===== config.mk =====
export PLATFORM = sky130hd
export DESIGN_NAME = lpw_monitor
export DESIGN_NICKNAME = d
export VERILOG_FILES = /design/src/lpw_pkg.sv /design/src/lpw_delta_calc.sv /design/src/lpw_monitor.sv
export SDC_FILE = /design/constraint.sdc
export NUM_CORES = 1
export LEC_CHECK = 0
export BUFFER_PORTS_ARGS = -buffer_cell sky130_fd_sc_hd__buf_2
export CORE_MARGIN = 5
export CORE_UTILIZATION = 50
export CTS_BUF_LIST = sky130_fd_sc_hd__clkbuf_4 sky130_fd_sc_hd__clkbuf_8
export CTS_CLUSTER_SIZE = 40
export DETAILED_ROUTE_END_ITERATION = 12
export PLACE_DENSITY_LB_ADDON = 0.1
export SYNTH_ARGS = -nofsm -noshare
export SYNTH_HDL_FRONTEND = slang
export SYNTH_SLANG_ARGS = --single-unit
export TNS_END_PERCENT = 20

===== constraint.sdc =====
create_clock -name pclk -period 6.13 [get_ports pclk]
set_clock_uncertainty 0.15 [all_clocks]
set_input_delay 1.226 -clock pclk [delete_from_list [all_inputs] [get_ports pclk]]
set_output_delay 1.226 -clock pclk [all_outputs]
set_load 0.05 [all_outputs]

===== src/lpw_pkg.sv =====
// Purpose: Shared constants and types for the latched position window monitor.
// Assumes: One clock (pclk), APB register access, logic cycle given by a strobe.
// Notes:   Register map, field positions, reset values and message codes live here.
// How it works
// - Activation rise captures position as reference
// - While active, delta is position minus reference
// - Window ok only when active and in margins
// - Delta output forced zero when not ok
// - Both margins are unsigned 32-bit magnitudes
// - Diag 0 none, 1 below negated margin
// - Diag 2 when delta above upper margin
// - Underflow message 0x40C0 with instance, position, reference
// - Overflow message 0x40C1 with instance, position, reference
// - Run code 1: in range, ok high
// - Run enable low gives stop code 2
// - Activation low gives safe code 3
// - Range failure gives error code 4, message
// - Acknowledge without pending error gives reset 5
// - Leave reset only when ack, activation low
// - Two options expose state and diag codes
// - Position input INT16/INT32/UINT16/UINT32 by configuration
// - Delta output signed 16 or 32 bits
package lpw_pkg;

  // Register byte offsets
  localparam logic [7:0] LPW_CTRL_OFF   = 8'h00;
  localparam logic [7:0] LPW_UPPER_OFF  = 8'h04;
  localparam logic [7:0] LPW_LOWER_OFF  = 8'h08;
  localparam logic [7:0] LPW_STATUS_OFF = 8'h0C;
  localparam logic [7:0] LPW_REF_OFF    = 8'h10;
  localparam logic [7:0] LPW_DELTA_OFF  = 8'h14;

  // Control field positions
  localparam int LPW_CTRL_EXP_STATE_BIT = 0;
  localparam int LPW_CTRL_EXP_DIAG_BIT  = 1;
  localparam int LPW_CTRL_FMT_LSB       = 2;
  localparam int LPW_CTRL_WIDE_BIT      = 4;

  // Status field positions
  localparam int LPW_STAT_DIAG_LSB = 4;
  localparam int LPW_STAT_OK_BIT   = 8;
  localparam int LPW_STAT_ERR_BIT  = 9;

  // Reset values
  localparam logic [31:0] LPW_CTRL_RESET   = 32'h0000_0010;
  localparam logic [31:0] LPW_MARGIN_RESET = 32'h0000_0000;

  // Diagnostic message identifiers
  localparam logic [15:0] LPW_MSG_UNDER = 16'h40C0;
  localparam logic [15:0] LPW_MSG_OVER  = 16'h40C1;

  // Reported codes
  localparam logic [2:0] LPW_CODE_RUN   = 3'h1;
  localparam logic [2:0] LPW_CODE_STOP  = 3'h2;
  localparam logic [2:0] LPW_CODE_SAFE  = 3'h3;
  localparam logic [2:0] LPW_CODE_ERROR = 3'h4;
  localparam logic [2:0] LPW_CODE_RESET = 3'h5;

  typedef enum logic [1:0] {
    LPW_DIAG_NONE  = 2'h0,
    LPW_DIAG_UNDER = 2'h1,
    LPW_DIAG_OVER  = 2'h2
  } lpw_diag_type;

  typedef enum logic [1:0] {
    LPW_FMT_INT32  = 2'h0,
    LPW_FMT_INT16  = 2'h1,
    LPW_FMT_UINT16 = 2'h2,
    LPW_FMT_UINT32 = 2'h3
  } lpw_fmt_type;

  // Gray codes along stop, safe, run, error, reset
  typedef enum logic [2:0] {
    LPW_ST_STOP  = 3'h0,
    LPW_ST_SAFE  = 3'h1,
    LPW_ST_RUN   = 3'h3,
    LPW_ST_ERROR = 3'h2,
    LPW_ST_RESET = 3'h6
  } lpw_state_type;

  typedef struct packed {
    logic        wide_delta;
    lpw_fmt_type pos_fmt;
    logic        expose_diag_code;
    logic        expose_state_code;
  } lpw_cfg_type;

  typedef struct packed {
    logic        valid;
    logic [15:0] id;
    logic [15:0] instance_id;
    logic [31:0] position;
    logic [31:0] reference;
  } lpw_msg_type;

endpackage


===== src/lpw_delta_calc.sv =====
// Purpose: Position widening, delta and margin comparison.
// Assumes: Pure combinational, same clock domain as the caller.
// Notes:   Comparison runs at 34 bits so negated margins never wrap.
module lpw_delta_calc
  import lpw_pkg::*;
(
  input  wire logic [31:0] position_raw,
  input  wire lpw_fmt_type pos_fmt,
  input  wire logic        wide_delta,
  input  wire logic [31:0] reference,
  input  wire logic [31:0] upper_margin_value,
  input  wire logic [31:0] lower_margin_value,
  output logic      [31:0] position_ext,
  output logic      [31:0] delta_full,
  output logic      [31:0] delta_sized,
  output logic             below,
  output logic             above
);

  logic signed [33:0] delta_wide;

  // Widen the raw input by its configured format
  always_comb begin
    unique case (pos_fmt)
      LPW_FMT_INT16:  position_ext = {{16{position_raw[15]}}, position_raw[15:0]};
      LPW_FMT_UINT16: position_ext = {16'h0000, position_raw[15:0]};
      default:        position_ext = position_raw;
    endcase
  end

  // Full precision difference; wraps like the 32-bit arithmetic it models
  assign delta_full = position_ext - reference;
  assign delta_wide = {{2{delta_full[31]}}, delta_full};

  // Margins are magnitudes, zero-extended before use
  assign below = delta_wide < -$signed({2'b00, lower_margin_value});
  assign above = delta_wide > $signed({2'b00, upper_margin_value});

  // Narrow output keeps the low half, sign-extended for a clean read
  assign delta_sized = wide_delta ? delta_full
                     : {{16{delta_full[15]}}, delta_full[15:0]};

endmodule


===== src/lpw_monitor.sv =====
// Purpose: Latched position window monitor with APB configuration.
// Assumes: All functional inputs come from logic on pclk; strobe marks a cycle.
// Notes:   Ok, delta and fault change only on a strobe; the message valid lasts one clock; the APB slave never waits.
//
// Design decisions made here: register access over APB and the address map.
module lpw_monitor
  import lpw_pkg::*;
#(
  parameter logic [15:0] INSTANCE_ID = 16'h0001 // Arbitrary instance tag
)
(
  input  wire logic        pclk,
  input  wire logic        presetn,
  input  wire logic        psel,
  input  wire logic        penable,
  input  wire logic        pwrite,
  input  wire logic [7:0]  paddr,
  input  wire logic [31:0] pwdata,
  input  wire logic [3:0]  pstrb,
  output logic      [31:0] prdata,
  output logic             pready,
  output logic             pslverr,
  input  wire logic        cycle_strobe,
  input  wire logic        sync_reset,
  input  wire logic        increment_watch_request,
  input  wire logic [31:0] position_in,
  input  wire logic        block_run_enable,
  input  wire logic        fault_acknowledge,
  output logic             window_ok,
  output logic      [31:0] position_delta,
  output logic             fault_out,
  output logic      [2:0]  state_image,
  output logic      [1:0]  diag_image,
  output lpw_msg_type      diag_msg
);

  lpw_cfg_type   cfg_q;
  logic [31:0]   upper_q;
  logic [31:0]   lower_q;
  lpw_state_type state_q;
  lpw_state_type state_d;
  logic [31:0]   ref_q;
  logic          req_prev_q;
  logic          ok_q;
  logic [31:0]   delta_q;
  logic          fault_q;
  lpw_diag_type  diag_q;
  lpw_diag_type  diag_d;
  lpw_msg_type   msg_q;
  logic [31:0]   pos_ext;
  logic [31:0]   delta_full;
  logic [31:0]   delta_sized;
  logic          below;
  logic          above;
  logic          req_rise;
  logic          apb_wr;
  logic [31:0]   ctrl_word;
  logic [31:0]   status_word;

  // Map internal encoding to the reported code
  function automatic logic [2:0] code_of(input lpw_state_type s);
    unique case (s)
      LPW_ST_RUN:   code_of = LPW_CODE_RUN;
      LPW_ST_SAFE:  code_of = LPW_CODE_SAFE;
      LPW_ST_ERROR: code_of = LPW_CODE_ERROR;
      LPW_ST_RESET: code_of = LPW_CODE_RESET;
      default:      code_of = LPW_CODE_STOP;
    endcase
  endfunction

  // Address decode for the error answer; the read mux decodes the same offsets in its own case
  function automatic logic mapped(input logic [7:0] a);
    mapped = (a == LPW_CTRL_OFF) || (a == LPW_UPPER_OFF) || (a == LPW_LOWER_OFF)
          || (a == LPW_STATUS_OFF) || (a == LPW_REF_OFF) || (a == LPW_DELTA_OFF);
  endfunction

  // Byte-lane merge for partial writes
  function automatic logic [31:0] merge(input logic [31:0] old, input logic [31:0] wd,
                                        input logic [3:0] be);
    logic [31:0] r;
    r = old;
    for (int i = 0; i < 4; i++) begin
      if (be[i]) begin
        r[i*8 +: 8] = wd[i*8 +: 8];
      end
    end
    merge = r;
  endfunction

  lpw_delta_calc u_calc (
    .position_raw       (position_in),
    .pos_fmt            (cfg_q.pos_fmt),
    .wide_delta         (cfg_q.wide_delta),
    .reference          (ref_q),
    .upper_margin_value (upper_q),
    .lower_margin_value (lower_q),
    .position_ext       (pos_ext),
    .delta_full         (delta_full),
    .delta_sized        (delta_sized),
    .below              (below),
    .above              (above)
  );

  // APB slave answers in the access cycle itself
  assign pready  = 1'b1;
  assign apb_wr  = psel & penable & pwrite;
  assign pslverr = psel & penable & ~mapped(paddr);

  assign ctrl_word = {27'h000_0000, cfg_q.wide_delta, cfg_q.pos_fmt,
                      cfg_q.expose_diag_code, cfg_q.expose_state_code};

  // Status mirrors the internal view, independent of exposure options
  always_comb begin
    status_word = 32'h0000_0000;
    status_word[2:0] = code_of(state_q);
    status_word[LPW_STAT_DIAG_LSB +: 2] = diag_q;
    status_word[LPW_STAT_OK_BIT] = ok_q;
    status_word[LPW_STAT_ERR_BIT] = fault_q;
  end

  // Read mux; unmapped reads return zero alongside pslverr
  always_comb begin
    unique case (paddr)
      LPW_CTRL_OFF:   prdata = ctrl_word;
      LPW_UPPER_OFF:  prdata = upper_q;
      LPW_LOWER_OFF:  prdata = lower_q;
      LPW_STATUS_OFF: prdata = status_word;
      LPW_REF_OFF:    prdata = ref_q;
      LPW_DELTA_OFF:  prdata = delta_q;
      default:        prdata = 32'h0000_0000;
    endcase
  end

  // Configuration register; reserved bits drop
  always_ff @(posedge pclk or negedge presetn) begin
    if (!presetn) begin
      cfg_q <= lpw_cfg_type'(LPW_CTRL_RESET[4:0]);
    end else if (apb_wr && paddr == LPW_CTRL_OFF) begin
      cfg_q <= lpw_cfg_type'(merge(ctrl_word, pwdata, pstrb));
    end
  end

  // Margins held as plain unsigned magnitudes
  always_ff @(posedge pclk or negedge presetn) begin
    if (!presetn) begin
      upper_q <= LPW_MARGIN_RESET;
      lower_q <= LPW_MARGIN_RESET;
    end else if (apb_wr) begin
      if (paddr == LPW_UPPER_OFF) begin
        upper_q <= merge(upper_q, pwdata, pstrb);
      end
      if (paddr == LPW_LOWER_OFF) begin
        lower_q <= merge(lower_q, pwdata, pstrb);
      end
    end
  end

  // Edge seen between two strobes, not between two clocks
  assign req_rise = increment_watch_request & ~req_prev_q;

  always_ff @(posedge pclk or negedge presetn) begin
    if (!presetn) begin
      req_prev_q <= 1'b0;
    end else if (cycle_strobe) begin
      req_prev_q <= sync_reset ? 1'b0 : increment_watch_request;
    end
  end

  // Next state; run enable low overrides everything, even an error
  always_comb begin
    state_d = state_q;
    diag_d  = diag_q;
    if (sync_reset || !block_run_enable) begin
      state_d = LPW_ST_STOP;
      diag_d  = LPW_DIAG_NONE;
    end else begin
      unique case (state_q)
        LPW_ST_STOP: begin
          state_d = LPW_ST_SAFE;
        end
        LPW_ST_SAFE: begin
          if (req_rise) begin
            state_d = LPW_ST_RUN;
          end
        end
        LPW_ST_RUN: begin
          if (!increment_watch_request) begin
            state_d = LPW_ST_SAFE;
          end else if (below) begin
            state_d = LPW_ST_ERROR;
            diag_d  = LPW_DIAG_UNDER;
          end else if (above) begin
            state_d = LPW_ST_ERROR;
            diag_d  = LPW_DIAG_OVER;
          end
        end
        LPW_ST_ERROR: begin
          // A still-violated window counts as a pending error
          if (fault_acknowledge && !(increment_watch_request && (below || above))) begin
            state_d = LPW_ST_RESET;
            diag_d  = LPW_DIAG_NONE;
          end
        end
        LPW_ST_RESET: begin
          if (!fault_acknowledge && !increment_watch_request) begin
            state_d = LPW_ST_SAFE;
          end
        end
        default: begin
          state_d = LPW_ST_STOP;
          diag_d  = LPW_DIAG_NONE;
        end
      endcase
    end
  end

  // State and diagnostic code advance once per logic cycle
  always_ff @(posedge pclk or negedge presetn) begin
    if (!presetn) begin
      state_q <= LPW_ST_STOP;
      diag_q  <= LPW_DIAG_NONE;
    end else if (cycle_strobe) begin
      state_q <= state_d;
      diag_q  <= diag_d;
    end
  end

  // Reference capture on the activation rise
  always_ff @(posedge pclk or negedge presetn) begin
    if (!presetn) begin
      ref_q <= 32'h0000_0000;
    end else if (cycle_strobe && !sync_reset && state_q == LPW_ST_SAFE
                 && block_run_enable && req_rise) begin
      ref_q <= pos_ext;
    end
  end

  // Outputs follow the state being entered, so they match the code
  always_ff @(posedge pclk or negedge presetn) begin
    if (!presetn) begin
      ok_q    <= 1'b0;
      delta_q <= 32'h0000_0000;
      fault_q <= 1'b0;
    end else if (cycle_strobe) begin
      ok_q    <= (state_d == LPW_ST_RUN);
      fault_q <= (state_d == LPW_ST_ERROR);
      if (state_d == LPW_ST_RUN) begin
        // Capture cycle is forced to zero, since ref_q still holds the old reference
        delta_q <= (state_q == LPW_ST_RUN) ? delta_sized : 32'h0000_0000;
      end else begin
        delta_q <= 32'h0000_0000;
      end
    end
  end

  // One message pulse on entry to error
  always_ff @(posedge pclk or negedge presetn) begin
    if (!presetn) begin
      msg_q <= '0;
    end else begin
      msg_q.valid <= cycle_strobe && state_q == LPW_ST_RUN && state_d == LPW_ST_ERROR;
      if (cycle_strobe && state_q == LPW_ST_RUN && state_d == LPW_ST_ERROR) begin
        msg_q.id          <= below ? LPW_MSG_UNDER : LPW_MSG_OVER;
        msg_q.instance_id <= INSTANCE_ID;
        msg_q.position    <= pos_ext;
        msg_q.reference   <= ref_q;
      end
    end
  end

  assign window_ok      = ok_q;
  assign position_delta = delta_q;
  assign fault_out      = fault_q;
  assign diag_msg       = msg_q;
  // Codes appear on the image ports only when the option maps them
  assign state_image = cfg_q.expose_state_code ? code_of(state_q) : 3'h0;
  assign diag_image  = cfg_q.expose_diag_code ? diag_q : LPW_DIAG_NONE;

  property p_capture;
    @(posedge pclk) disable iff (!presetn)
      (cycle_strobe && !sync_reset && block_run_enable && state_q == LPW_ST_SAFE
       && req_rise) |=> (ref_q == $past(pos_ext) && state_q == LPW_ST_RUN);
  endproperty
  a_capture: assert property (p_capture) else $error("reference not captured");

  property p_delta_zero;
    @(posedge pclk) disable iff (!presetn)
      !window_ok |-> position_delta == 32'h0000_0000;
  endproperty
  a_delta_zero: assert property (p_delta_zero) else $error("delta not zero");

  property p_ok_run;
    @(posedge pclk) disable iff (!presetn)
      window_ok |-> (state_q == LPW_ST_RUN && !fault_out);
  endproperty
  a_ok_run: assert property (p_ok_run) else $error("ok outside run");

  property p_stop;
    @(posedge pclk) disable iff (!presetn)
      (cycle_strobe && !block_run_enable)
      |=> state_q == LPW_ST_STOP && (state_image == 3'h0 || state_image == LPW_CODE_STOP)
          && !fault_out && !window_ok;
  endproperty
  a_stop: assert property (p_stop) else $error("stop not entered");

  property p_safe;
    @(posedge pclk) disable iff (!presetn)
      (cycle_strobe && !sync_reset && block_run_enable && state_q == LPW_ST_RUN
       && !increment_watch_request) |=> state_q == LPW_ST_SAFE && !window_ok;
  endproperty
  a_safe: assert property (p_safe) else $error("safe not entered");

  property p_error;
    @(posedge pclk) disable iff (!presetn)
      (cycle_strobe && !sync_reset && block_run_enable && state_q == LPW_ST_RUN
       && increment_watch_request && (below || above))
      |=> fault_out && diag_msg.valid ##1 !diag_msg.valid;
  endproperty
  a_error: assert property (p_error) else $error("error not raised");

  property p_msg_id;
    @(posedge pclk) disable iff (!presetn)
      diag_msg.valid |-> diag_msg.id == ((diag_q == LPW_DIAG_UNDER) ? LPW_MSG_UNDER
                                                                   : LPW_MSG_OVER);
  endproperty
  a_msg_id: assert property (p_msg_id) else $error("wrong message id");

  property p_reset_hold;
    @(posedge pclk) disable iff (!presetn)
      (cycle_strobe && !sync_reset && block_run_enable && state_q == LPW_ST_RESET
       && (fault_acknowledge || increment_watch_request)) |=> state_q == LPW_ST_RESET;
  endproperty
  a_reset_hold: assert property (p_reset_hold) else $error("reset left early");

  property p_diag_hidden;
    @(posedge pclk) disable iff (!presetn)
      !cfg_q.expose_diag_code |-> diag_image == LPW_DIAG_NONE;
  endproperty
  a_diag_hidden: assert property (p_diag_hidden) else $error("diag leaked");

  // Acknowledge with no pending violation must leave error for reset
  property p_ack_reset;
    @(posedge pclk) disable iff (!presetn)
      (cycle_strobe && !sync_reset && block_run_enable && state_q == LPW_ST_ERROR
       && fault_acknowledge && !(increment_watch_request && (below || above)))
      |=> state_q == LPW_ST_RESET && !fault_out && !window_ok;
  endproperty
  a_ack_reset: assert property (p_ack_reset) else $error("reset not entered");

  property p_sync_stop;
    @(posedge pclk) disable iff (!presetn)
      (cycle_strobe && sync_reset)
      |=> state_q == LPW_ST_STOP && !window_ok && !fault_out
          && position_delta == 32'h0000_0000;
  endproperty
  a_sync_stop: assert property (p_sync_stop) else $error("sync reset ignored");

endmodule


# [Word level (Yosys, flattened, before mapping)]
# Cells that the tools add are included.
[totals] reg_bits=223 inputBits=86 output_inout_bits=170 wordCells=110
[op_classes] add_sub_neg=2 magnitude_cmp=2 n_eq_ne=17 n_mux=24 n_bitwise=6 n_reduce_logical=35
[ops] cell="$pmux W32 S6" count=1
[ops] cell="$mux W32" count=3
[ops] cell="$pmux W32 S2" count=1
[ops] cell="$lt A32 B34 Y1" count=1
[ops] cell="$neg A32 Y34" count=1
[ops] cell="$gt A32 B33 Y1" count=1
[ops] cell="$sub A32 B32 Y32" count=1
[ops] cell="$mux W3" count=8
[ops] cell="$reduce_and A3 Y1" count=8
[ops] cell="$eq A8 B4 Y1 const B" count=2
[ops] cell="$eq A8 B5 Y1 const B" count=2
[ops] cell="$pmux W3 S5" count=1
[ops] cell="$eq A3 B2 Y1 const B" count=4
[ops] cell="$mux W2" count=6
[ops] cell="$pmux W3 S4" count=1
[ops] cell="$logic_and A1 B1 Y1" count=10
[ops] cell="$eq A8 B3 Y1 const B" count=1
[ops] cell="$logic_not A8 Y1" count=1
[ops] cell="$logic_or A1 B1 Y1" count=7
[ops] cell="$ne A3 B3 Y1 const B" count=2
[ops] cell="$pmux W2 S3" count=1
[ops] cell="$logic_not A1 Y1" count=5
[ops] cell="$reduce_and A5 Y1" count=1
[ops] cell="$and A1 B1 Y1" count=4
[ops] cell="other kinds (11)" count=13

# [Depth between registers and ports, before layout]
# Gate-level depths: netlist (run 1).
[logic_depth] word_depth=13 ltp_mapped=33 mapped_depth_nobuf=29

# [Modules after synthesis]
# From an unflattened synthesis (run 1), not the netlist that was laid out.
[hier_totals] hier_cells=1325 area_unflattened_um2=13610.6
[modules_own_cells] module="lpw_monitor" instances=1 cells_each=668 area_per_inst_um2=9032.4 seq_area_each_um2=5206.2
[modules_own_cells] module="lpw_delta_calc" instances=1 cells_each=657 area_per_inst_um2=4578.1 seq_area_each_um2=0.0

# [Worst setup path after synthesis (run 1)]
# Ideal clock, no wire load.
[synth_path] path_type="input to register" startpoint="input port position_in[15]" endpoint="register diag_q[1]" setup_time_ns=0.126 arrival_time_ns=6.566 t_required_ns=5.854 path_slack_ns=-0.712 stages=28 path_buffers=4 path_cell_list="and2_1 clkbuf_1 clkbuf_1 a21oi_1 inv_1 ha_1 a211oi_1 nor2_1 a311oi_1 o221ai_1 o31ai_1 nand2_1 and4_1 a211oi_1 ha_1 and3_1 nand3_1 nor2_1 a311oi_1 o21ai_0 a21o_1 o211a_1 o21ai_2 nand2b_4 buf_6 buf_6 nor2_1 a221o_1"
[synth_via] elab_chain_len=9 word_cells_on_any_way=15 classes_between="add/sub: 1; order compare: 2; eq/ne: 2; mux: 5; reduce/logical: 5"
[synth_lines] item="from (decl)" line_no="lpw_monitor.sv:26" text="input wire logic [31:0] position_in,"
[synth_lines] item="$pmux W32 S2 (*)" line_no="lpw_delta_calc.sv:24" text="unique case (pos_fmt)"
[synth_lines] item="named net pos_ext[16]" line_no="lpw_monitor.sv:50" text="logic [31:0] pos_ext;"
[synth_lines] item="$sub A32 B32 Y32 (*)" line_no="lpw_delta_calc.sv:32" text="assign delta_full = position_ext - reference;"
[synth_lines] item="$lt A32 B34 Y1 or $gt A32 B33 Y1 (tied branches)" line_no="lpw_delta_calc.sv:36, lpw_delta_calc.sv:37"
[synth_lines] item="$logic_or A1 B1 Y1" line_no="lpw_monitor.sv:199" text="if (fault_acknowledge && !(increment_watch_request && (below || above))) begin"
[synth_lines] item="$logic_and A1 B1 Y1" line_no="lpw_monitor.sv:199"
[synth_lines] item="$logic_not A1 Y1" line_no="lpw_monitor.sv:199"
[synth_lines] item="$logic_and A1 B1 Y1" line_no="lpw_monitor.sv:199"
[synth_lines] item="$ne A3 B3 Y1 (no line)"
[synth_lines] item="$reduce_and A5 Y1 (no line)"
[synth_lines] item="to (signal assigned)" line_no="lpw_monitor.sv:224" text="diag_q <= diag_d;"
[synth_lines] item="to (decl)" line_no="lpw_monitor.sv:47" text="lpw_diag_type diag_q;"
# The timed path passes the listed nets; every way through them passes the cells marked *. The select of a mux whose other input is x is not followed.
# A chain may end at the register's enable or synchronous reset.

# [Worst setup path in the final report (run 1)]
[layout_path] startpoint="input port position_in[0]" endpoint="register msg_q, in the netlist diag_msg[7]"
[layout_via] elab_chain_len=12 word_cells_on_any_way=16 classes_between="add/sub: 1; order compare: 2; eq/ne: 1; mux: 7; reduce/logical: 5"
[layout_lines] item="$pmux W32 S2 (*)" line_no="lpw_delta_calc.sv:24"
[layout_lines] item="$sub A32 B32 Y32 (*)" line_no="lpw_delta_calc.sv:32"
[layout_lines] item="$lt A32 B34 Y1 or $gt A32 B33 Y1 (tied branches)" line_no="lpw_delta_calc.sv:36, lpw_delta_calc.sv:37"
[layout_lines] item="$logic_or A1 B1 Y1" line_no="lpw_monitor.sv:199"
[layout_lines] item="$logic_and A1 B1 Y1" line_no="lpw_monitor.sv:199"
[layout_lines] item="$logic_not A1 Y1" line_no="lpw_monitor.sv:199"
[layout_lines] item="$logic_and A1 B1 Y1" line_no="lpw_monitor.sv:199"
[layout_lines] item="$mux W3" line_no="lpw_monitor.sv:199"
[layout_lines] item="$pmux W3 S5 (*)" line_no="lpw_monitor.sv:177" text="unique case (state_q)"
[layout_lines] item="$mux W3 (*)" line_no="lpw_monitor.sv:173" text="if (sync_reset || !block_run_enable) begin"
[layout_lines] item="$eq A3 B2 Y1 (*)" line_no="lpw_monitor.sv:262" text="if (cycle_strobe && state_q == LPW_ST_RUN && state_d == LPW_ST_ERROR) begin"
[layout_lines] item="$logic_and A1 B1 Y1 (*)" line_no="lpw_monitor.sv:262"
[layout_lines] item="to (decl)" line_no="lpw_monitor.sv:49" text="lpw_msg_type msg_q;"
# Mark *: on every way between the ends. The rest lies on a longest branch, timed or not.

==> out/results.txt, run 1 <==
Num CTS Buffers: 38
Root Buffer: clkbuf_8
First-pass GRT wire length: 65.4 mm
Syn_area_per_cell: 8.99 um^2
Min-delay worst type: flip-flop to flip-flop
Number of top-level pins: 256
Synthesized area: 0.0132 mm^2
Hold endpoint: diag_msg[40]$_DFFE_PN0P_
RR Startpoint: cfg_q[3]$_DFFE_PN0P_
Worst EP required: 6.37 ns
Area Growth Syn to Fin: 31.0%
#FFs+latches synth: 208
Total congestion overflow: 0
Crit-path max FO: 13
Hold Path Stages: 2
CP Buf/Inv Count: 6
Vias per cell: 5.66
Pre-CTS WS: -0.540 ns
Post-synth top cells: 234 x nand2_1, 207 x dfrtp_1, 135 x o21ai_0
Max-cap violations: 0
Startpoint Class: primary input
Setup Viol. Count Final: 0
CTS tree: yes
Top cell type's share of synthesized area: 39.3%
Post-Route WL: 44.1 mm
Final Non-Filler Cells: 2222
Vias: 12600
# diodes: 0
Sink Count: 208
Htree depth: 2
Vias in the first global route: 11600
TritonRoute pass-1 iters: 6
R2R cell count: 29
Worst-margin pin slew: 0.980 ns
Fraction of registers with async set/reset: 100%
Synth area leader: dfrtp_1
Remaining antenna violation count after routing: 0
Crit path time final: 6.01 ns
Worst path top cell family by delay: compound AO/OA/AOI/OAI gates
Reg2reg setup slack: 0.22 ns
Initial antenna violation count: 0
Residual DRC: 0
Buffers on Ports: 227
Crit path kind: primary input to flip-flop
Total power: 4.78 mW
Pwr/cell area: 277 mW/mm^2
Post-synthesis cell count: 1468
Hold Fails Final Rpt: 0
Placed insts: 2136
Hold Buf Count CTS: 0
Post-synthesis sequential area ratio: 39.5%
Top post-synthesis cells by area: dfrtp_1 39%, ha_1 8.3%, nand2_1 6.7%, o21ai_0 5.1%, mux2_2 4.4%
Slew Limit Fails: 0
Slowest CP cell: fa_2
Lkg Pwr: 9.12 nW
Crit path arrival time: 6.25 ns
Die span in x: 172 um
Min-delay src: diag_msg[40]$_DFFE_PN0P_
CP max stage delay: 0.38 ns
Routability Congestion: 0.934
RR Endpoint: diag_msg[7]$_DFFE_PN0P_
Yosys Warn Count: 0
Fin crit share: 98.0%
Max Clock Freq: 0.167 GHz
Peak supply drop: 0.193 mV
Ratio of cells with drive above 1 in the final layout: 32.9%
Max Buffers Root-to-Sink: 3
Number of synthesized flops with an enable pin: 0
Worst skew pair latency: 0.54 ns
Row count: 59
HPWL after DPL: 33.5 mm
GRT Total Usage: 28.1%
Largest net degree at the start of global routing: 119
Synth Flop Type: dfrtp_1
Slew HR: 34.7%
Status: complete, no violations
DRT iter0 DRCs: 1038
Wirelength per Cell: 19.8 um
Die span in y: 172 um
Final setup margin: 0.125 ns
Count leader, synth: nand2_1
CP endpoint kind: flip-flop
Die Area: 0.0297 mm^2
CTS clock-pin slew for the worst setup and hold paths: 0.06 ns
Yosys cell types: 76
Worst path depth: 31
Fin Hold WS: 0.318 ns
Total Nets Final: 2034
Core Area: 0.0261 mm^2
Starting density of the core: 50.6%
RSZ-0062 raised after global routing: yes
-- cell usage in the layout, fill, tap and decap left out, types with 11 or more instances in the layout --
cell       netlist  routed
nand3_1         21      21
o2bb2ai_1       19      19
nor3_1          15      14
ha_1            88      82
dfrtp_1        207     207
clkbuf_4         0      11
xnor2_1         31      29
a32o_1          14      14
a21o_1          17      17
a21oi_1         86      79
a22oi_1         52      52
or3_1           12      12
nand2_1        234     228
clkbuf_8         0      51
inv_1          100      98
and3_1          18      17
nor2_1          54      49
buf_2            3     225
buf_4           38     182
o21ai_1          6      24
mux2_2          52      52
xor2_1          28      26
o21ai_0        135     117
conb_1           2      28
-- layer usage --
layer / global-route usage (%) / wire (um) / up-vias
met4: 6.84 / 849 / 0
li1: - / - / 5961
met1: 44.6 / 21100 / 6055
met3: 4.85 / 3520 / 59
met2: 39.6 / 18600 / 495
met5: 0 / 0 / -
-- flip-flops by register name, summed over array words and instances, names as in the netlist --
register	cells
cfg_q	5
lower_q	32
diag_msg	67
window_ok	1
diag_q	2
upper_q	32
state_q	3
req_prev_q	1
fault_out	1
ref_q	32
position_delta	32
-- how the worst max path moves through the flow --
stage                               from                  endpoint  slack, ns
after floorplan           position_in[0]  diag_msg[63]$_DFFE_PN0P_      -0.02
after global routing      position_in[0]  diag_msg[18]$_DFFE_PN0P_      -0.12
after global placement    position_in[0]  diag_msg[80]$_DFFE_PN0P_      -0.48
final                     position_in[0]   diag_msg[7]$_DFFE_PN0P_       0.12
after detailed placement  position_in[0]  diag_msg[23]$_DFFE_PN0P_      -0.54
after CTS                 position_in[0]  diag_msg[23]$_DFFE_PN0P_      0.004
-- report_power, final --
| part | switching, mW | leakage (nW) | internal, mW |
|---|---|---|---|
| clock network | 0.598 | 0.464 | 0.922 |
| logic | 0.969 | 5.95 | 0.786 |
| registers | 0.0766 | 2.70 | 1.43 |
-- per-stage QoR --
stage	utilization (%)	setup TNS [ns]	cell area [um^2]
6_report	66.3	0	17300
4_1_cts	64.4	0	16800
2_1_floorplan	-	-0.774	13500
3_3_place_gp	61.0	-40.92	15900
5_1_grt	66.3	-3.84	17300
3_5_place_dp	61.0	-44.11	15900
-- layout make-up --
cell class / count / area, um^2
flip-flops and latches: 208 / 5210
clock buffers: 61 / 771
multi-input cells: 1082 / 7510
repair buffers: 428 / 2880
well taps: 335 / 419
inverters: 101 / 392
fillers: 2272 / 8770
clock inverters: 7 / 113
-- timing repair --
action	CTS	global route
endpoints found under the hold margin	0	0
buffers inserted	0	9
pin swaps	0	22
cloned	0	9
resized for setup	1	64
setup endpoints to repair	3	104
-- logic make-up (layout without fill, tap and decap cells) --
family          Yosys count  count (layout)  synth area share [%]
fa+ha+maj                93              93                  8.80
xor+xnor                 61              61                  4.26
mux                      60              60                  5.14
other cells               2              28                0.0569
compound gates          406             406                  20.0
buf+inv                 205             597                  7.11
flops                   208             208                  39.5
simple gates            433             434                  15.2
-- tightest hold or removal path: stages (launching register included) --
cell and delay, ns:
dfrtp_1 0.33, nand2_1 0.05, nand2_1 0.05
Note: power is estimated with default switching activity, not from simulation.
==> inputs of run 2 (changes only) <==
Settings changed: BUFFER_PORTS_ARGS -buffer_cell sky130_fd_sc_hd__buf_2 to -buffer_cell sky130_fd_sc_hd__buf_4.
==> run 2 against run 1 <==
The run now ends with setup timing left. Non-clock buffer count fell by 9. Power fell by 2.9%. Die area did not move. Fmax fell by 2.6%.
==> out/results.txt, run 2 (synthesis gave the netlist of run 1 again) <==
Finished Cell Area: 0.0178 mm^2 (was 0.0173 mm^2)
Core Area: 0.0261 mm^2 (unchanged)
Crit path time final: 6.17 ns (was 6.01 ns)
Fin Hold WS: 0.332 ns (was 0.318 ns)
Buffers on Ports: 227 (unchanged)
Lkg Pwr: 9.12 nW (about the same)
Worst EP required: 6.40 ns (was 6.37 ns)
Remaining antenna violation count after routing: 0 (unchanged)
Post-Route WL: 44.7 mm (was 44.1 mm)
GRT Total Usage: 28.3% (was 28.1%)
Starting density of the core: 50.6% (unchanged)
Die span in x: 172 um (unchanged)
Max reg flops: 67 (unchanged)
Int Power: 3.02 mW (was 3.14 mW)
First-pass GRT wire length: 65.9 mm (was 65.4 mm)
Fin crit share: 101% (was 98.0%)
Most frequent cells in the layout: 400 x buf_4, 210 x nand2_1, 207 x dfrtp_1, 98 x inv_1, 95 x o21ai_0 (was 228 x nand2_1, 225 x buf_2, 207 x dfrtp_1, 182 x buf_4, 117 x o21ai_0)
Residual DRC: 0 (unchanged)
Hold Fails Final Rpt: 0 (unchanged)
Die Area: 0.0297 mm^2 (unchanged)
Wirelength per Cell: 20.3 um (was 19.8 um)
Switching power: 1.62 mW (was 1.64 mW)
# diodes: 0 (unchanged)
Number of top-level pins: 256 (unchanged)
Root Buffer: clkbuf_8 (unchanged)
Sw frac: 35.0% (was 34.4%)
RSZ-0062 raised after global routing: yes (unchanged)
Slew HR: 32.7% (was 34.7%)
Crit path arrival time: 6.44 ns (was 6.25 ns)
Vias per cell: 5.71 (was 5.66)
Comb power frac: 37.6% (was 36.7%)
Startpoint Class: primary input (unchanged)
Vias in the first global route: 11700 (was 11600)
Vias: 12600 (about the same)
Failing checks: setup timing
Crit path kind: primary input to flip-flop (unchanged)
Worst-margin pin slew: 1.00 ns (was 0.980 ns)
Row count: 59 (unchanged)
Setup Viol. Count Final: 8 (was 0)
Largest net degree at the start of global routing: 135 (was 119)
Die span in y: 172 um (unchanged)
Clk pwr share: 30.0% (was 31.8%)
Pwr/cell area: 261 mW/mm^2 (was 277 mW/mm^2)
Placed cell area: 0.0165 mm^2 (was 0.0159 mm^2)
Commonest non-fill, non-tap cell in the layout: buf_4 (was nand2_1)
Max Buffers Root-to-Sink: 3 (unchanged)
DRT iter0 DRCs: 1215 (was 1038)
Hold Buf Count CTS: 0 (unchanged)
Ratio of cells with drive above 1 in the final layout: 34.2% (was 32.9%)
Routability Congestion: 0.952 (was 0.934)
HPWL after DPL: 34.0 mm (was 33.5 mm)
Htree depth: 2 (unchanged)
Min-delay worst type: flip-flop to flip-flop (unchanged)
Peak supply drop: 0.233 mV (was 0.193 mV)
Final setup margin: -0.0381 ns (was 0.125 ns)
Total Nets Final: 2024 (was 2034)
Fin util: 68.2% (was 66.3%)
Status: finished, violations left (was complete, no violations)
Initial antenna violation count: 0 (unchanged)
Crit-path max FO: 10 (was 13)
Area Growth Syn to Fin: 34.7% (was 31.0%)
CTS clock-pin slew for the worst setup and hold paths: 0.06 ns (about the same)
Max Clock Freq: 0.162 GHz (was 0.167 GHz)
Total power: 4.64 mW (was 4.78 mW)
CTS tree: yes (unchanged)
Slew Limit Fails: 0 (unchanged)
Filler cells: 2149 (was 2272)
Sink Count: 208 (unchanged)
Seq pwr share: 32.4% (was 31.5%)
CP endpoint kind: flip-flop (unchanged)
Total congestion overflow: 0 (unchanged)
Worst skew pair latency: 0.54 ns (about the same)
Max-cap violations: 0 (unchanged)
Num CTS Buffers: 37 (was 38)
TritonRoute pass-1 iters: 5 (was 6)
-- run 2: cell count changes in the layout (fill, tap and decap cells not counted), sizes merged --
cell,previous run,this run
buf,421,412
bufinv,3,1
clkbuf,68,66
-- run 2: power by group through the flow --
stage	registers, mW	logic (mW)	clock network [mW]
3_5_place_dp	1.52	1.66	0
6_report	1.51	1.75	1.39
3_3_place_gp	1.52	1.64	0
4_1_cts	1.50	1.68	1.41
5_1_grt	1.51	1.90	1.48
2_1_floorplan	1.51	0.892	0
-- run 2: per-stage QoR --
step / instances / setup slack [ns] / setup TNS, ns
2_1_floorplan: 1494 / -0.0238 / -0.774
3_5_place_dp: 2131 / -0.615 / -53.40
4_1_cts: 2195 / 0.0228 / 0
5_1_grt: 2209 / -0.237 / -13.48
6_report: 2209 / -0.0381 / -0.140
3_3_place_gp: 2131 / -0.543 / -50.33
-- run 2: critical path, cell delays in order --
cell and delay, ns:
buf_4 0.12, and2_2 0.28, a21oi_2 0.17, inv_1 0.09, ha_4 0.22, buf_4 0.14, and3_4 0.19, a311oi_4 0.35
o221ai_2 0.17, o31ai_1 0.25, nand2_1 0.13, and4_1 0.20, a211oi_4 0.26, buf_4 0.22, ha_1 0.25, a21oi_1 0.14
o21ai_0 0.13, a311oi_2 0.30, o21ai_1 0.13, a21o_1 0.19, o211a_1 0.20, o21ai_4 0.33, nand2b_4 0.37, inv_6 0.08
clkbuf_16 0.16, nand2_1 0.07, nand2_1 0.05
-- run 2: final timing paths --
check                      slack (ns)                  endpoint  cells past startpoint                     start
max                             -0.04  diag_msg[41]$_DFFE_PN0P_                     27           position_in[15]
min                              0.33  diag_msg[38]$_DFFE_PN0P_                      2  diag_msg[38]$_DFFE_PN0P_
max reg2reg                      0.03  diag_msg[41]$_DFFE_PN0P_                     27      cfg_q[3]$_DFFE_PN0P_
min reg2reg                      0.33  diag_msg[38]$_DFFE_PN0P_                      2  diag_msg[38]$_DFFE_PN0P_
max in group asynchronous        4.09  diag_msg[60]$_DFFE_PN0P_                      2                   presetn
min in group asynchronous        0.56    upper_q[0]$_DFFE_PN0P_                      1                   presetn
-- run 2: what timing repair did --
action                     CTS  global route
cloned                       0            10
setup endpoints to repair   37           105
gates resized for setup      2           113
pin swaps                    0            37
setup buffers                0             5
-- run 2: layout make-up --
type / instances / area [um^2] / share of cell area, %
clock buffers: 59 / 743 / 4.18
clock inverters: 5 / 52.6 / 0.296
inverters: 101 / 389 / 2.19
multi-input cells: 1082 / 7590 / 42.7
well taps: 335 / 419 / 2.36
repair buffers: 419 / 3380 / 19.0
flip-flops and latches: 208 / 5210 / 29.3
-- run 2: metal layers --
layer / global-route usage, % / routed length [um]
met2: 40.3 / 19100
met3: 4.44 / 3880
met4: 6.90 / 882
met1: 44.8 / 20900
met5: 0 / 0
==> inputs of run 3 (changes only) <==
Settings changed: SETUP_SLACK_MARGIN set to 0.3.
==> run 3 against run 2 <==
The flow now finishes without violations. Combinational power grew 3%. Die area stayed put. Non-clock buffer count is 5 lower. Hold slack lost 0.0063 ns. Critical endpoint is now diag_q[1]$_DFFE_PN0P_. Setup slack better by 0.29 ns. Sequential cell count did not move. Global-route usage is 0.27 points lower. Via count hardly changed.
==> out/results.txt, run 3 (synthesis gave the netlist of run 1 again) <==
Status: complete, no violations (was finished, violations left)
Buffers on Ports: 227 (unchanged)
Commonest non-fill, non-tap cell in the layout: buf_4 (unchanged)
Slowest CP cell: ha_4 (was nand2b_4)
Total power: 4.73 mW (was 4.64 mW)
Remaining antenna violation count after routing: 0 (unchanged)
Hold Buf Count CTS: 0 (unchanged)
Area Growth Syn to Fin: 34.7% (about the same)
Final setup margin: 0.256 ns (was -0.0381 ns)
Filler cells: 2211 (was 2149)
Multi-input gate area: 0.00766 mm^2 (was 0.00759 mm^2)
Min-delay worst type: flip-flop to flip-flop (unchanged)
TritonRoute pass-1 iters: 5 (unchanged)
Worst EP required: 6.38 ns (was 6.40 ns)
GRT Total Usage: 28.0% (was 28.3%)
Total Nets Final: 2021 (was 2024)
Routability Congestion: 0.986 (was 0.952)
Lkg Pwr: 9.08 nW (was 9.12 nW)
DRT iter0 DRCs: 1126 (was 1215)
Crit path time final: 5.87 ns (was 6.17 ns)
Htree depth: 2 (unchanged)
Max-cap violations: 0 (unchanged)
Ratio of cells with drive above 1 in the final layout: 33.4% (was 34.2%)
Root Buffer: clkbuf_8 (unchanged)
Total congestion overflow: 0 (unchanged)
CP max stage delay: 0.30 ns (was 0.37 ns)
Die span in y: 172 um (unchanged)
Initial antenna violation count: 0 (unchanged)
Pre-CTS WS: -0.470 ns (was -0.615 ns)
Vias in the first global route: 11900 (was 11700)
Core Area: 0.0261 mm^2 (unchanged)
Max reg flops: 67 (unchanged)
HPWL after DPL: 33.4 mm (was 34.0 mm)
CP dominant cell by count: buf_4
CTS tree: yes (unchanged)
Number of top-level pins: 256 (unchanged)
Worst skew pair latency: 0.54 ns (about the same)
Setup Viol. Count Final: 0 (was 8)
Peak supply drop: 0.186 mV (was 0.233 mV)
Max Clock Freq: 0.170 GHz (was 0.162 GHz)
Most frequent cells in the layout: 396 x buf_4, 231 x nand2_1, 207 x dfrtp_1, 116 x o21ai_0, 97 x inv_1 (was 400 x buf_4, 210 x nand2_1, 207 x dfrtp_1, 98 x inv_1, 95 x o21ai_0)
Num CTS Buffers: 38 (was 37)
First-pass GRT wire length: 65.6 mm (was 65.9 mm)
Wirelength per Cell: 19.9 um (was 20.3 um)
Die span in x: 172 um (unchanged)
Row count: 59 (unchanged)
CP endpoint kind: flip-flop (unchanged)
# diodes: 0 (unchanged)
Vias: 12600 (about the same)
Slew HR: 29.1% (was 32.7%)
RSZ-0062 raised after global routing: yes (unchanged)
Slew Limit Fails: 0 (unchanged)
CTS clock-pin slew for the worst setup and hold paths: 0.06 ns (about the same)
Crit path kind: primary input to flip-flop (unchanged)
Worst-margin pin slew: 1.06 ns (was 1.00 ns)
Residual DRC: 0 (unchanged)
Crit-path max FO: 8 (was 10)
Starting density of the core: 50.6% (unchanged)
Max Buffers Root-to-Sink: 3 (unchanged)
Vias per cell: 5.71 (about the same)
Hold Fails Final Rpt: 0 (unchanged)
CP Buf/Inv Count: 6 (unchanged)
Pwr/cell area: 266 mW/mm^2 (was 261 mW/mm^2)
Sink Count: 208 (unchanged)
Largest net degree at the start of global routing: 121 (was 135)
Worst path top cell family by delay: compound AO/OA/AOI/OAI gates (unchanged)
Startpoint Class: primary input (unchanged)
Die Area: 0.0297 mm^2 (unchanged)
FF+latch area: 0.00521 mm^2 (unchanged)
Post-Route WL: 43.9 mm (was 44.7 mm)
Fin crit share: 95.8% (was 101%)
Crit path arrival time: 6.12 ns (was 6.44 ns)
-- run 3: cell types whose count changed in the layout (fill, tap and decap cells not counted), moves of 8 or more --
cell | previous run | this run
nand2_2 | 23 | 2
o21ai_1 | 31 | 21
o21ai_0 | 95 | 116
nand2_1 | 210 | 231
clkbuf_4 | 11 | 19
o21ai_2 | 15 | 4
-- run 3: what timing repair did --
action,CTS,global route
setup buffers,5,7
endpoints found under the setup margin,82,105
gates resized for setup,8,54
pin swaps,21,12
cloned,1,6
-- run 3: layout make-up --
class / count / share of cell area (%)
multi-input combinational: 1083 / 43.1
sequential: 208 / 29.3
timing repair buffer: 414 / 18.4
clock buffer: 65 / 4.36
clock inverter: 4 / 0.267
tap: 335 / 2.36
inverter: 101 / 2.17
-- run 3: routing by layer --
metal,global-route usage (%),part of all wire (%),vias to the layer above
li1,-,-,5940
met1,43.1,46,6049
met2,40.5,43,535
met3,4.53,8.2,85
met4,8.24,3.0,0
met5,0.502,0,-
-- run 3: tightest hold or removal path, stage by stage, from the launching register on --
cell     delay, ns
dfrtp_1       0.34
nand2_1       0.05
nand2_1       0.05
-- run 3: path summary, 6_finish.rpt --
check	start	end	slack [ns]	cells past startpoint
setup / recovery	position_in[15]	diag_q[1]$_DFFE_PN0P_	0.26	29
hold / removal	diag_msg[45]$_DFFE_PN0P_	diag_msg[45]$_DFFE_PN0P_	0.33	2
setup reg to reg	cfg_q[3]$_DFFE_PN0P_	diag_q[1]$_DFFE_PN0P_	0.29	30
hold reg to reg	diag_msg[45]$_DFFE_PN0P_	diag_msg[45]$_DFFE_PN0P_	0.33	2
max in group asynchronous	presetn	upper_q[6]$_DFFE_PN0P_	4.12	2
min in group asynchronous	presetn	diag_msg[57]$_DFFE_PN0P_	0.58	1
-- run 3: power by group --
| group | leakage (nW) | internal, mW | switching [mW] |
|---|---|---|---|
| Sequential | 2.70 | 1.43 | 0.0714 |
| Clock | 0.440 | 0.836 | 0.594 |
| Combinational | 5.93 | 0.815 | 0.983 |
| Total | 9.08 | 3.08 | 1.65 |
-- run 3: metrics by stage --
step | hold slack, ns | util, % | cell area (um^2) | setup TNS (ns) | std cells
global route | 0.339 | 68.2 | 17800 | 0 | 2210
detailed placement | 0.314 | 63.3 | 16500 | -30.91 | 2122
global placement | 0.308 | 63.3 | 16500 | -25.56 | 2122
finish | 0.325 | 68.2 | 17800 | 0 | 2210
floorplan | 0.322 | - | 13600 | 0 | 1494
CTS | 0.329 | 66.8 | 17400 | 0 | 2197
